$ cat src/rtl/pll_div_pkg.sv
// constants, field layouts and state types for the second-loop divider block
// assumes an 8-bit register access port with 16-bit addresses behind the serial port
// What this block does
// - the feedback divider divides by its eight-bit value for 20 to 255 and stays idle below 20.
// - the vco divider divides by its four-bit value for settings 3 to 11.
// - the vco divider is disabled for settings 0, 1, 2, 12, 13 and 14.
// - a vco divider setting of 15 holds the vco divider in its reset state.
// - writing one to bit 0 of address 0x0005 issues the input/output update.
// - the group a channel divider divides by its eight-bit value plus one.
// - the channel divider powers down when all four of its output drivers are off.
// - the first output mode field selects off, hstl, both cmos legs, true leg only or complement only.
// - polarity 00 gives true normal and complement inverted, 01 gives both normal, cmos only.
// - polarity 11 inverts the true leg and leaves the complement leg normal.
// - bit 0 of the first output config keeps the driver on when clear and off when set.
package pll_div_pkg;
    // ------------------------------------------------------------
    // register map
    // ------------------------------------------------------------
    localparam logic [15:0] UPDATE_ADDR = 16'h0005;
    localparam int UPDATE_BIT = 0;
    localparam logic [15:0] FEEDBACK_DIVIDE_VALUE_ADDR = 16'h0203;
    localparam logic [15:0] VCO_DIVIDE_SELECT_ADDR = 16'h0204;
    localparam logic [15:0] GROUP_A_DIVIDE_VALUE_ADDR = 16'h0205;
    localparam logic [15:0] OUTPUT_ZERO_DRIVER_CONFIG_ADDR = 16'h0206;
    // ------------------------------------------------------------
    // field positions and codes
    // ------------------------------------------------------------
    localparam int OUT_MODE_LSB = 3;
    localparam int OUT_POL_LSB = 1;
    localparam int OUT_PD_BIT = 0;
    localparam logic [7:0] FB_MIN = 8'h14;
    localparam logic [3:0] VCO_MIN = 4'h3;
    localparam logic [3:0] VCO_MAX = 4'hB;
    localparam logic [3:0] VCO_RESET_CODE = 4'hF;
    localparam logic [2:0] MODE_OFF = 3'h0;
    localparam logic [2:0] MODE_HSTL = 3'h1;
    localparam logic [2:0] MODE_CMOS_BOTH = 3'h4;
    localparam logic [2:0] MODE_CMOS_TRUE = 3'h5;
    localparam logic [2:0] MODE_CMOS_COMP = 3'h6;
    // ------------------------------------------------------------
    // reset values
    // ------------------------------------------------------------
    localparam logic [7:0] FB_RST = 8'h14;
    localparam logic [3:0] VCO_RST = 4'hF;
    localparam logic [7:0] CH_RST = 8'h00;
    localparam logic [5:0] OUT_RST = 6'h01;
    // ------------------------------------------------------------
    // types
    // ------------------------------------------------------------
    typedef enum logic [2:0] {
        VD_OFF = 3'b001,
        VD_RUN = 3'b010,
        VD_RESET = 3'b100
    } vco_div_mode_t;
    typedef struct packed {
        logic [7:0] fb;
        logic [3:0] vco;
        logic [7:0] ch;
        logic [5:0] out;
    } cfg_t;
    typedef struct packed {
        cfg_t stg;
        cfg_t act;
        vco_div_mode_t vmode;
        logic [3:0] vcnt;
        logic [7:0] fcnt;
        logic [7:0] ccnt;
        logic fb_pulse;
        logic ch_clk;
        logic true_leg;
        logic comp_leg;
        logic hstl_en;
        logic true_en;
        logic comp_en;
        logic ch_pd;
        logic [7:0] rdata;
    } state_t;
endpackage : pll_div_pkg

$ cat src/rtl/pll_div_config.sv
// second synthesizer loop dividers and first group a output driver control
// assumes vco_tick is one-cycle enable per vco edge, synchronous to core_clk
`timescale 1ns/1ps
`default_nettype none
module pll_div_config
    import pll_div_pkg::*;
(
    input wire logic core_clk,
    input wire logic rst_b,
    input wire logic reg_we,
    input wire logic [15:0] reg_addr,
    input wire logic [7:0] reg_wdata,
    output logic [7:0] reg_rdata,
    input wire logic vco_tick,
    input wire logic [2:0] other_drivers_off,
    output logic fb_pulse,
    output logic group_a_clk,
    output logic first_output_true_leg,
    output logic first_output_complement_leg,
    output logic hstl_en,
    output logic true_leg_en,
    output logic comp_leg_en,
    output logic group_a_div_pd,
    output logic vco_div_running
);
    // ------------------------------------------------------------
    // state
    // ------------------------------------------------------------
    state_t st_r;
    state_t st_nxt;
    logic update;
    logic vco_pulse;
    logic first_off;
    logic [8:0] ch_half;
    logic [2:0] omode;
    logic [1:0] opol;

    assign update = reg_we && reg_addr == UPDATE_ADDR && reg_wdata[UPDATE_BIT];
    assign omode = st_r.act.out[OUT_MODE_LSB +: 3];
    assign opol = st_r.act.out[OUT_POL_LSB +: 2];
    assign vco_pulse = vco_tick && st_r.vmode == VD_RUN && st_r.vcnt == st_r.act.vco - 4'h1;
    // undefined mode codes count as off so the divider may sleep
    assign first_off = st_r.act.out[OUT_PD_BIT] ||
        !(omode == MODE_HSTL || omode == MODE_CMOS_BOTH ||
          omode == MODE_CMOS_TRUE || omode == MODE_CMOS_COMP);
    assign ch_half = ({1'b0, st_r.act.ch} + 9'h001) >> 1;

    // ------------------------------------------------------------
    // next state
    // ------------------------------------------------------------
    always_comb begin
        st_nxt = st_r;
        // staging writes, update copies what was staged before this cycle
        if (reg_we) begin
            case (reg_addr)
                FEEDBACK_DIVIDE_VALUE_ADDR: st_nxt.stg.fb = reg_wdata;
                VCO_DIVIDE_SELECT_ADDR: st_nxt.stg.vco = reg_wdata[3:0];
                GROUP_A_DIVIDE_VALUE_ADDR: st_nxt.stg.ch = reg_wdata;
                OUTPUT_ZERO_DRIVER_CONFIG_ADDR: st_nxt.stg.out = reg_wdata[5:0];
                default: st_nxt.stg = st_r.stg;
            endcase
        end
        if (update) begin
            st_nxt.act = st_r.stg;
        end
        case (st_nxt.act.vco)
            4'h0, 4'h1, 4'h2, 4'hC, 4'hD, 4'hE: st_nxt.vmode = VD_OFF;
            VCO_RESET_CODE: st_nxt.vmode = VD_RESET;
            default: st_nxt.vmode = VD_RUN;
        endcase
        // vco divider
        case (st_r.vmode)
            VD_RUN: begin
                if (vco_tick) begin
                    st_nxt.vcnt = vco_pulse ? 4'h0 : st_r.vcnt + 4'h1;
                end
            end
            VD_RESET: st_nxt.vcnt = 4'h0;
            VD_OFF: st_nxt.vcnt = 4'h0;
            default: st_nxt.vcnt = 4'h0;
        endcase
        // feedback divider, idle on invalid settings
        st_nxt.fb_pulse = 1'b0;
        if (st_r.act.fb < FB_MIN || st_r.vmode != VD_RUN) begin
            st_nxt.fcnt = 8'h00;
        end else if (vco_pulse) begin
            if (st_r.fcnt == st_r.act.fb - 8'h01) begin
                st_nxt.fcnt = 8'h00;
                st_nxt.fb_pulse = 1'b1;
            end else begin
                st_nxt.fcnt = st_r.fcnt + 8'h01;
            end
        end
        // channel divider
        st_nxt.ch_pd = first_off && (&other_drivers_off);
        if (st_r.ch_pd) begin
            st_nxt.ccnt = 8'h00;
            st_nxt.ch_clk = 1'b0;
        end else begin
            if (vco_pulse) begin
                st_nxt.ccnt = st_r.ccnt == st_r.act.ch ? 8'h00 : st_r.ccnt + 8'h01;
            end
            // divide by one passes the vco divider pulse straight on
            if (st_r.act.ch == 8'h00) begin
                st_nxt.ch_clk = vco_pulse;
            end else begin
                st_nxt.ch_clk = {1'b0, st_nxt.ccnt} < ch_half;
            end
        end
        // driver enables
        st_nxt.hstl_en = 1'b0;
        st_nxt.true_en = 1'b0;
        st_nxt.comp_en = 1'b0;
        if (!st_r.act.out[OUT_PD_BIT]) begin
            case (omode)
                MODE_HSTL: st_nxt.hstl_en = 1'b1;
                MODE_CMOS_BOTH: begin
                    st_nxt.true_en = 1'b1;
                    st_nxt.comp_en = 1'b1;
                end
                MODE_CMOS_TRUE: st_nxt.true_en = 1'b1;
                MODE_CMOS_COMP: st_nxt.comp_en = 1'b1;
                default: st_nxt.hstl_en = 1'b0;
            endcase
        end
        // legs, polarity only in cmos, hstl is always complementary
        if (st_nxt.hstl_en) begin
            st_nxt.true_leg = st_r.ch_clk;
            st_nxt.comp_leg = !st_r.ch_clk;
        end else begin
            st_nxt.true_leg = st_nxt.true_en && (st_r.ch_clk ^ opol[1]);
            st_nxt.comp_leg = st_nxt.comp_en && (st_r.ch_clk ^ !opol[0]);
        end
        // read back staged values, unused bits zero
        case (reg_addr)
            FEEDBACK_DIVIDE_VALUE_ADDR: st_nxt.rdata = st_r.stg.fb;
            VCO_DIVIDE_SELECT_ADDR: st_nxt.rdata = {4'h0, st_r.stg.vco};
            GROUP_A_DIVIDE_VALUE_ADDR: st_nxt.rdata = st_r.stg.ch;
            OUTPUT_ZERO_DRIVER_CONFIG_ADDR: st_nxt.rdata = {2'h0, st_r.stg.out};
            default: st_nxt.rdata = 8'h00;
        endcase
    end

    always_ff @(posedge core_clk or negedge rst_b) begin
        if (!rst_b) begin
            st_r <= '{stg: '{fb: FB_RST, vco: VCO_RST, ch: CH_RST, out: OUT_RST},
                      act: '{fb: FB_RST, vco: VCO_RST, ch: CH_RST, out: OUT_RST},
                      vmode: VD_RESET, vcnt: 4'h0, fcnt: 8'h00, ccnt: 8'h00,
                      fb_pulse: 1'b0, ch_clk: 1'b0, true_leg: 1'b0, comp_leg: 1'b0,
                      hstl_en: 1'b0, true_en: 1'b0, comp_en: 1'b0, ch_pd: 1'b1,
                      rdata: 8'h00};
        end else begin
            st_r <= st_nxt;
        end
    end

    // ------------------------------------------------------------
    // outputs
    // ------------------------------------------------------------
    assign reg_rdata = st_r.rdata;
    assign fb_pulse = st_r.fb_pulse;
    assign group_a_clk = st_r.ch_clk;
    assign first_output_true_leg = st_r.true_leg;
    assign first_output_complement_leg = st_r.comp_leg;
    assign hstl_en = st_r.hstl_en;
    assign true_leg_en = st_r.true_en;
    assign comp_leg_en = st_r.comp_en;
    assign group_a_div_pd = st_r.ch_pd;
    // run bit of the one-hot mode register, so the pin stays a plain flop output
    assign vco_div_running = st_r.vmode[1];
endmodule : pll_div_config
`default_nettype wire

$ cat config.mk
export PLATFORM = sky130hd
export DESIGN_NAME = pll_div_config
export DESIGN_NICKNAME = d
export VERILOG_FILES = /design/src/rtl/pll_div_pkg.sv /design/src/rtl/pll_div_config.sv
export SDC_FILE = /design/constraint.sdc
export NUM_CORES = 1
export LEC_CHECK = 0
export BUFFER_PORTS_ARGS = -buffer_cell sky130_fd_sc_hd__buf_2
export CORE_AREA = 2 2 149 115
export DETAILED_ROUTE_END_ITERATION = 8
export DIE_AREA = 0 0 151 117
export GPL_ROUTABILITY_DRIVEN = 0
export PLACE_DENSITY_LB_ADDON = 0.12
export SYNTH_ARGS = -nofsm -noshare
export SYNTH_HDL_FRONTEND = slang
export SYNTH_SLANG_ARGS = --single-unit
$ cat constraint.sdc
create_clock -name core_clk -period 5.6 [get_ports core_clk]
set_input_delay 1.12 -clock core_clk [delete_from_list [all_inputs] [get_ports core_clk]]
set_output_delay 1.12 -clock core_clk [all_outputs]
set_load 0.01 [all_outputs]
==> summary.md, run 1 <==
| Metric | Value |
|---|---|
| Post-layout power | 0.00141 W |
| Pin count of the biggest net entering global routing | 48 |
| Clock buffers created by TritonCTS | 9 |
| Proportion of synthesized flip-flops having asynchronous set or reset | 100% |
| Result of the run | finished clean |
| Number of unique standard cell types used by synthesis | just under 60 |
| Worst clock skew on the final layout | 6.82 ps |
| Final Critical Period | 3840 ps |
| Max cap viols | 0 |
| Die width | 151 µm |
| Post-Synthesis Net Count | 472 |
| Count of antenna-violating nets left after detailed routing | 0 |
| Kind of launch point of the worst setup path | register |
| Layout filler cell count | between 1500 and 2000 |
| Yosys top cell area share | just under 40% |
| Final cell count without fillers | 689 |
| Leading cell types by total area after synthesis | dfrtp_1, mux2_2, dfstp_2, ha_1, xor2_1 |
| Post-Place Cells | roughly 670 |
| Share of cells above drive strength 1 | 30.8% |
| Global-route wire length before repair | 18200 µm |
| Cell-by-cell trace of the critical path | inv_1 -> ha_1 -> xor3_1 -> nor3_1 -> and3_1 -> nand2_1 -> o31ai_1 -> ha_1 -> nand4_1 -> nor3_1 -> or4_1 -> nor2_1 -> o41ai_1 -> a21oi_1 |
| Final number of hold-violating endpoints | 0 |
| Number of instances in the synthesized netlist | ~430 |
| Num rows | 41 |
| Post-synthesis sequential element count | 91 |
| Vias in the first global route | 3332 |
| Crit end category | register |
| Wirelength per Cell | 16.2 µm |
| Area of the core | 0.0163 mm² |
| Die Outline Area | ~0.018 mm² |
| Top cells by instance count after synthesis | dfrtp_1, mux2_2, nand2_1, nor2_1, nand3_1 |
| Most used DFF post-synth | dfrtp_1 |
| Hold wc startpoint | st_r[81] |
| Post-route setup slack | 1760 ps |
| H-tree levels | 3 |
| Worst relative slew slack | 39.3% |
| Starting density of the core | 29.2% |
| Post-Route Setup TNS | 0 ps |
| Pins Over Slew Limit | 0 |
| Final setup violation count | 0 |
| Maximum clock frequency | 0.261 GHz |
| Highest fanout seen on the critical path | 10 |
| CTS tree | built |
| Global route overflow | 0 |
| DRT Pass-1 Iters | 5 |
| DRC violations left | 0 |
| Bufs on Longest Clock Path | 2 |
| Post-synthesis instance area | 0.00477 mm² |
| Post-synth EDFFs | 0 |
| Average via count per standard cell | 4.91 |
| Cell taking the most area after synthesis | dfrtp_1 |
| Antenna violations before repair | 0 |
| IO Port Bufs | 47 |
| Path type of the worst min-delay path | register to register |
| Area Growth Syn to Fin | 15.8% |
| Cts repair resizes | 0 |
| Chip Height | 117 µm |
| Setup crit start | st_r[53] |
| Launching point of the worst reg2reg path | st_r[53] |
| Final net count | 514 |
| Most common cell in the synthesized netlist | dfrtp_1 |
| Static leakage | around 2.7 nW |
| Post-Synthesis Mean Instance Area | 11.2 µm² |
| Tot GR Track Use | a little over an eighth |
| Worst Setup Path Type | register to register |
| Share of synthesized area occupied by flip-flops and latches | 48.2% |
| CP required | 5860 ps |
| Power density of the placed cells | approximately 250 mW/mm² |
| Clock input transition at the sequential cells of the worst setup and hold paths | 70 ps |
| Insertion delay to the later sink of the worst-skew pair | 340 ps |
| IR drop worst, VDD | 0.000155 V |
| Slowest-stage cell, CP | dfstp_2 |
| Yosys synthesis warning count | 0 |
| Final core utilization | 33.9% |
| Worst setup slack after placement | ~1800 ps |
| Total via count after detailed routing | 3384 |
| Number of buffers added for setup after CTS | 0 |
| Data arrival time at the worst-slack endpoint | 4090 ps |
| Worst-margin pin slew | roughly 910 ps |
| Count of hold buffers inserted by post-cts repair | 0 |
| Final worst-path cycle share | approximately two thirds |
| Clock Tree Root | clkbuf_16 |
| Drt first-iter violations | 178 |
| Sum of routed wire length over all layers | about 11000 µm |
| Antenna cell count | 0 |
| Sink Count | 91 |
| RSZ-0062 raised after global routing | no |
| Largest stage delay, worst path | 570 ps |
| Post-detail-place hpwl | 8350 µm |
| I/O pins | between 40 and 50 |
-- worst max-delay path: cells and delay by family (launching register included) --
| kind | cells | cell delay [ps] |
|---|---|---|
| flip-flops | 1 | 570 |
| AND/OR/NAND/NOR | 7 | 1650 |
| XOR/XNOR | 1 | 400 |
| AO/OA/AOI/OAI | 3 | 630 |
| buffers and inverters | 1 | 50 |
| adder cells (fa/ha/maj) | 2 | 480 |
-- placed cells by master, fill, tap and decap left out, types with 3 or more instances in the layout --
cell and n:
and2_1 4, a21oi_1 12, dfrtp_1 75, buf_4 4, nand3_1 21, inv_1 18, nand2b_1 4, buf_2 46
o21ai_0 14, ha_1 14, a222oi_1 6, or4_1 4, dfstp_2 16, xnor2_1 16, and3_1 7, nor2b_1 4
bufinv_16 3, mux2_2 51, nor3_1 11, o21a_1 3, nor4_1 7, xor2_1 20, nand2_1 26, clkbuf_16 9
o31ai_1 3, nand4_1 6, nor2_1 26
-- state kept, by name, indices dropped and copies added, names as in the netlist --
signal / flops
st_r: 69
reg_rdata: 8
omode: 3
opol: 2
comp_leg_en: 1
fb_pulse: 1
first_output_complement_leg: 1
first_output_true_leg: 1
group_a_clk: 1
group_a_div_pd: 1
hstl_en: 1
true_leg_en: 1
vco_div_running: 1
-- layer usage --
layer	part of all wire (%)	up-vias	track usage [%]	routed length (µm)
li1	-	1613	-	-
met1	53	1691	20.0	5880
met2	42	73	19.6	4660
met3	5.0	7	3.33	558
met4	0.75	0	2.99	84
met5	0	-	0	0
-- path summary, 6_finish.rpt --
check                                    end  slack [ps]  cells past startpoint
max in group asynchronous           st_r[62]        3760                      2
worst max-delay path             group_a_clk        1760                     14
worst min register to register  reg_rdata[2]         520                      2
worst min-delay path            reg_rdata[2]         520                      2
min in group asynchronous           st_r[22]         790                      1
worst max register to register   group_a_clk        1760                     14
-- through the flow --
step           hold slack [ps]  cell area [µm²]
6_report                   517             5530
5_1_grt                    523             5530
4_1_cts                    514             5530
3_5_place_dp               496             5180
3_3_place_gp               504             5180
2_1_floorplan              444             4770
-- layout make-up --
class	count	area [µm²]	area share, %
clock buffers	9	225	4.08
clock inverters	7	123	2.22
inverters	18	67.6	1.22
multi-input cells	299	2280	41.3
flip-flops and latches	91	2300	41.6
well taps	215	269	4.87
repair buffers	50	260	4.71
-- power breakdown --
part	internal (W)	total, W	leakage [nW]	switching, W
Combinational	0.0000102	0.0000332	1.28	0.0000230
Clock	0.000441	0.000713	0.168	0.000273
Sequential	0.000658	0.000659	1.21	0.00000112
-- cells by family after synthesis --
logic type / after synthesis / share of synthesized area, %
buffers and inverters: 37 / 3.96
AOI/OAI and AO/OA: 56 / 8.42
adders and majority gates: 14 / 3.67
DFF: 91 / 48.2
xor gates and xnor gates: 37 / 7.11
and+or+nand+nor: 139 / 16.2
muxes: 53 / 12.5
Note: power is estimated with default switching activity, not from simulation.
==> run 2: changes to the inputs <==
Settings changed: ABC_AREA from default to 1, CORE_AREA 2 2 149 115 to 2 2 152 117, DIE_AREA 0 0 151 117 to 0 0 154 119.
Clock period 5.6 ns to 4 ns, I/O delays scaled along.
==> run 2 against run 1 <==
Utilization decreased by 0.82 points. Register-to-register slack got worse by 1100 ps. Flip-flop and latch count unchanged. Sequential share of layout area decreased by 0.88 points. Critical path type unchanged. Critical path depth increased by 2.
==> summary.md, run 2 <==
| Metric | Value |
|---|---|
| Result of the run | finished clean |
| Share of cells above drive strength 1 | 20.2% (-11 points) |
| H-tree levels | 3 (unchanged) |
| Flip-flop count of the largest register after layout | 69 (unchanged) |
| Layout filler cell count | 1729 (+3.6%) |
| Final Critical Period | 3340 ps (-500 ps) |
| Number of buffers added for setup after CTS | 0 (unchanged) |
| DRT Pass-1 Iters | 4 (-1) |
| Sink Count | 91 (unchanged) |
| Drt first-iter violations | 182 (+2.2%) |
| Post-Synthesis Net Count | 604 (+28%) |
| Antenna cell count | 0 (unchanged) |
| Proportion of synthesized flip-flops having asynchronous set or reset | 100% (unchanged) |
| Fin area | 0.00564 mm² (+2.2%) |
| Sum of routed wire length over all layers | 11500 µm (+2.6%) |
| Footprint of the multi-input gates | 0.00216 mm² (-5.3%) |
| Die width | 154 µm (+2.0%) |
| Area Growth Syn to Fin | 14.4% |
| Chip Height | 119 µm (+1.7%) |
| Insertion delay to the later sink of the worst-skew pair | 350 ps (about the same) |
| Global-route wire length before repair | 19400 µm (+6.5%) |
| Final number of hold-violating endpoints | 0 (unchanged) |
| Worst Setup Path Type | register to register |
| Area occupied by registers | 0.00230 mm² (unchanged) |
| Final net count | 648 (+26%) |
| Clock Tree Root | clkbuf_16 |
| Pin count of the biggest net entering global routing | 65 (+35%) |
| I/O pins | 48 (unchanged) |
| Reg2Reg Setup Slack | 660 ps (-1100 ps) |
| Endpoint of the lowest-slack register-to-register path | group_a_clk |
| Worst-margin pin slew | 844 ps (-63.1 ps) |
| Hold Path End | st_r[87] |
| Tot GR Track Use | 13.7% (+0.29 points) |
| Maximum clock frequency | 0.300 GHz (+15%) |
| Average via count per standard cell | 4.42 (-10%) |
| Die Outline Area | 0.0183 mm² (+3.7%) |
| Data arrival time at the worst-slack endpoint | 3600 ps (-490 ps) |
| Cell taking the most area after synthesis | dfrtp_1 |
| Total via count after detailed routing | 3661 (+8.2%) |
| Cts repair resizes | 0 (unchanged) |
| Most frequent standard cell in the layout excluding fill and tap cells | nand2_1 |
| Most used DFF post-synth | dfrtp_1 |
| Most frequent cells in the layout | nand2_1, inv_1, dfrtp_1, buf_2, nor2_1 |
| Static leakage | 3.04 nW (+14%) |
| Post-Synthesis Mean Instance Area | 8.83 µm² (-21%) |
| RSZ-0062 raised after global routing | no |
| Num rows | 42 (+2.4%) |
| Antenna violations before repair | 0 (unchanged) |
| Yosys synthesis warning count | 0 (unchanged) |
| Hold wc startpoint | st_r[87] |
| Top cells by instance count after synthesis | nand2_1, inv_1, dfrtp_1, nor2_1, o21ai_0 |
| Crit end category | register |
| IR drop worst, VDD | 0.000167 V (+7.8%) |
| Pins Over Slew Limit | 0 (unchanged) |
| CTS tree | built |
| Post-placement cell area | 0.00535 mm² (+3.4%) |
| Area of the core | 0.0171 mm² (+4.7%) |
| Count of antenna-violating nets left after detailed routing | 0 (unchanged) |
| Final worst-path cycle share | 83.4% (+15 points) |
| Post-synthesis sequential element count | 91 (unchanged) |
| Post-Route Setup TNS | 0 ps (unchanged) |
| Most common cell in the synthesized netlist | nand2_1 |
| Starting density of the core | 28.9% (-0.34 points) |
| Global route overflow | 0 (unchanged) |
| Number of unique standard cell types used by synthesis | 46 (-21%) |
| Worst clock skew on the final layout | 5.05 ps (-1.77 ps) |
| IO Port Bufs | 47 (unchanged) |
| Launching point of the worst reg2reg path | st_r[53] |
| Hold Crit Depth | 2 (unchanged) |
| Path type of the worst min-delay path | register to register |
| Kind of launch point of the worst setup path | register |
| Max cap viols | 0 (unchanged) |
| Register-to-Register Path Depth | 16 (+2) |
| Post-synth EDFFs | 0 (unchanged) |
| Count of hold buffers inserted by post-cts repair | 0 (unchanged) |
| Setup crit start | st_r[53] |
| Bufs on Longest Clock Path | 2 (unchanged) |
| Worst relative slew slack | 43.7% (+4.4 points) |
| DRC violations left | 0 (unchanged) |
| Yosys top cell area share | 38.0% (-1.3 points) |
| Leading cell types by total area after synthesis | dfrtp_1, dfstp_2, nand2_1, inv_1, mux2i_1 |
| Share of synthesized area occupied by flip-flops and latches | 46.6% (-1.6 points) |
| Wirelength per Cell | 13.9 µm (-15%) |
| Post-synthesis instance area | 0.00493 mm² (+3.5%) |
| Number of instances in the synthesized netlist | 559 (+31%) |
| Power density of the placed cells | 325 mW/mm² (+28%) |
| Post-detail-place hpwl | 8830 µm (+5.7%) |
| Highest fanout seen on the critical path | 12 (+2) |
| Top register by number of flip-flops | st_r |
| Clock buffers created by TritonCTS | 9 (unchanged) |
| Clock input transition at the sequential cells of the worst setup and hold paths | 70 ps (about the same) |
| CP required | 4270 ps (-1590 ps) |
| Vias in the first global route | 3660 (+9.8%) |
| Final setup violation count | 0 (unchanged) |
==> run 2: logic make-up (layout without fill, tap and decap cells) <==
group	Yosys count	in the layout	synth area share (%)
and+or+nand+nor	227	227	22.3
adders and majority gates	14	14	3.55
DFF	91	91	46.6
muxes	22	22	4.46
buffers and inverters	112	161	9.63
xor gates and xnor gates	29	29	5.15
AOI/OAI and AO/OA	64	64	8.34
==> run 2: worst max path at each step <==
stage | end | slack, ps | depth (start not counted)
2_1_floorplan | group_a_clk | 1170 | 20
3_3_place_gp | group_a_clk | 860 | 16
3_5_place_dp | group_a_clk | 670 | 16
4_1_cts | group_a_clk | 620 | 16
5_1_grt | group_a_clk | 270 | 16
6_report | group_a_clk | 660 | 16
==> run 2: final cells by class <==
cell class | count | share of cell area [%]
Clock buffer | 10 | 4.06
Multi-Input combinational cell | 356 | 38.3
Tap cell | 220 | 4.88
Inverter | 95 | 6.32
Sequential cell | 91 | 40.7
Timing Repair Buffer | 50 | 4.61
Clock inverter | 6 | 1.13
==> run 2: per-stage QoR <==
stage | hold WS [ps] | total power, W | utilization, % | worst slack (ps) | std cells
after CTS | 508 | 0.00187 | 33.0 | 618 | 828
after detailed placement | 496 | 0.000995 | 31.3 | 667 | 812
after floorplan | 441 | 0.000950 | - | 1170 | 559
after global placement | 492 | 0.000994 | 31.3 | 858 | 812
final | 504 | 0.00184 | 33.0 | 664 | 828
after global routing | 529 | 0.00193 | 33.0 | 273 | 828
==> run 2: report_power, final <==
part	internal [W]	leakage [nW]	switching, W
registers	0.000922	1.21	0.00000164
logic	0.0000158	1.70	0.0000357
clock network	0.000485	0.139	0.000375
total	0.00142	3.04	0.000413
==> run 2: critical path, cell delays in order (launching register included) <==
cell,delay (ps)
dfstp_2,560
inv_1,60
ha_1,300
nand2_1,70
inv_1,40
nor2_1,70
nand2_1,70
nor2_2,140
nand3_2,170
nor2_1,620
nor3_1,160
ha_1,350
a21oi_1,150
nor2_1,50
a211oi_1,200
nand2_1,90
a21oi_1,160
==> run 2: per-layer routing <==
layer  GRT usage (%)  up-vias  routed length, µm
met4            3.80        0                139
met2            20.1       50               4840
li1                -     1882                  -
met5               0        -                  0
met1            19.8     1719               5970
met3            3.97       10                521
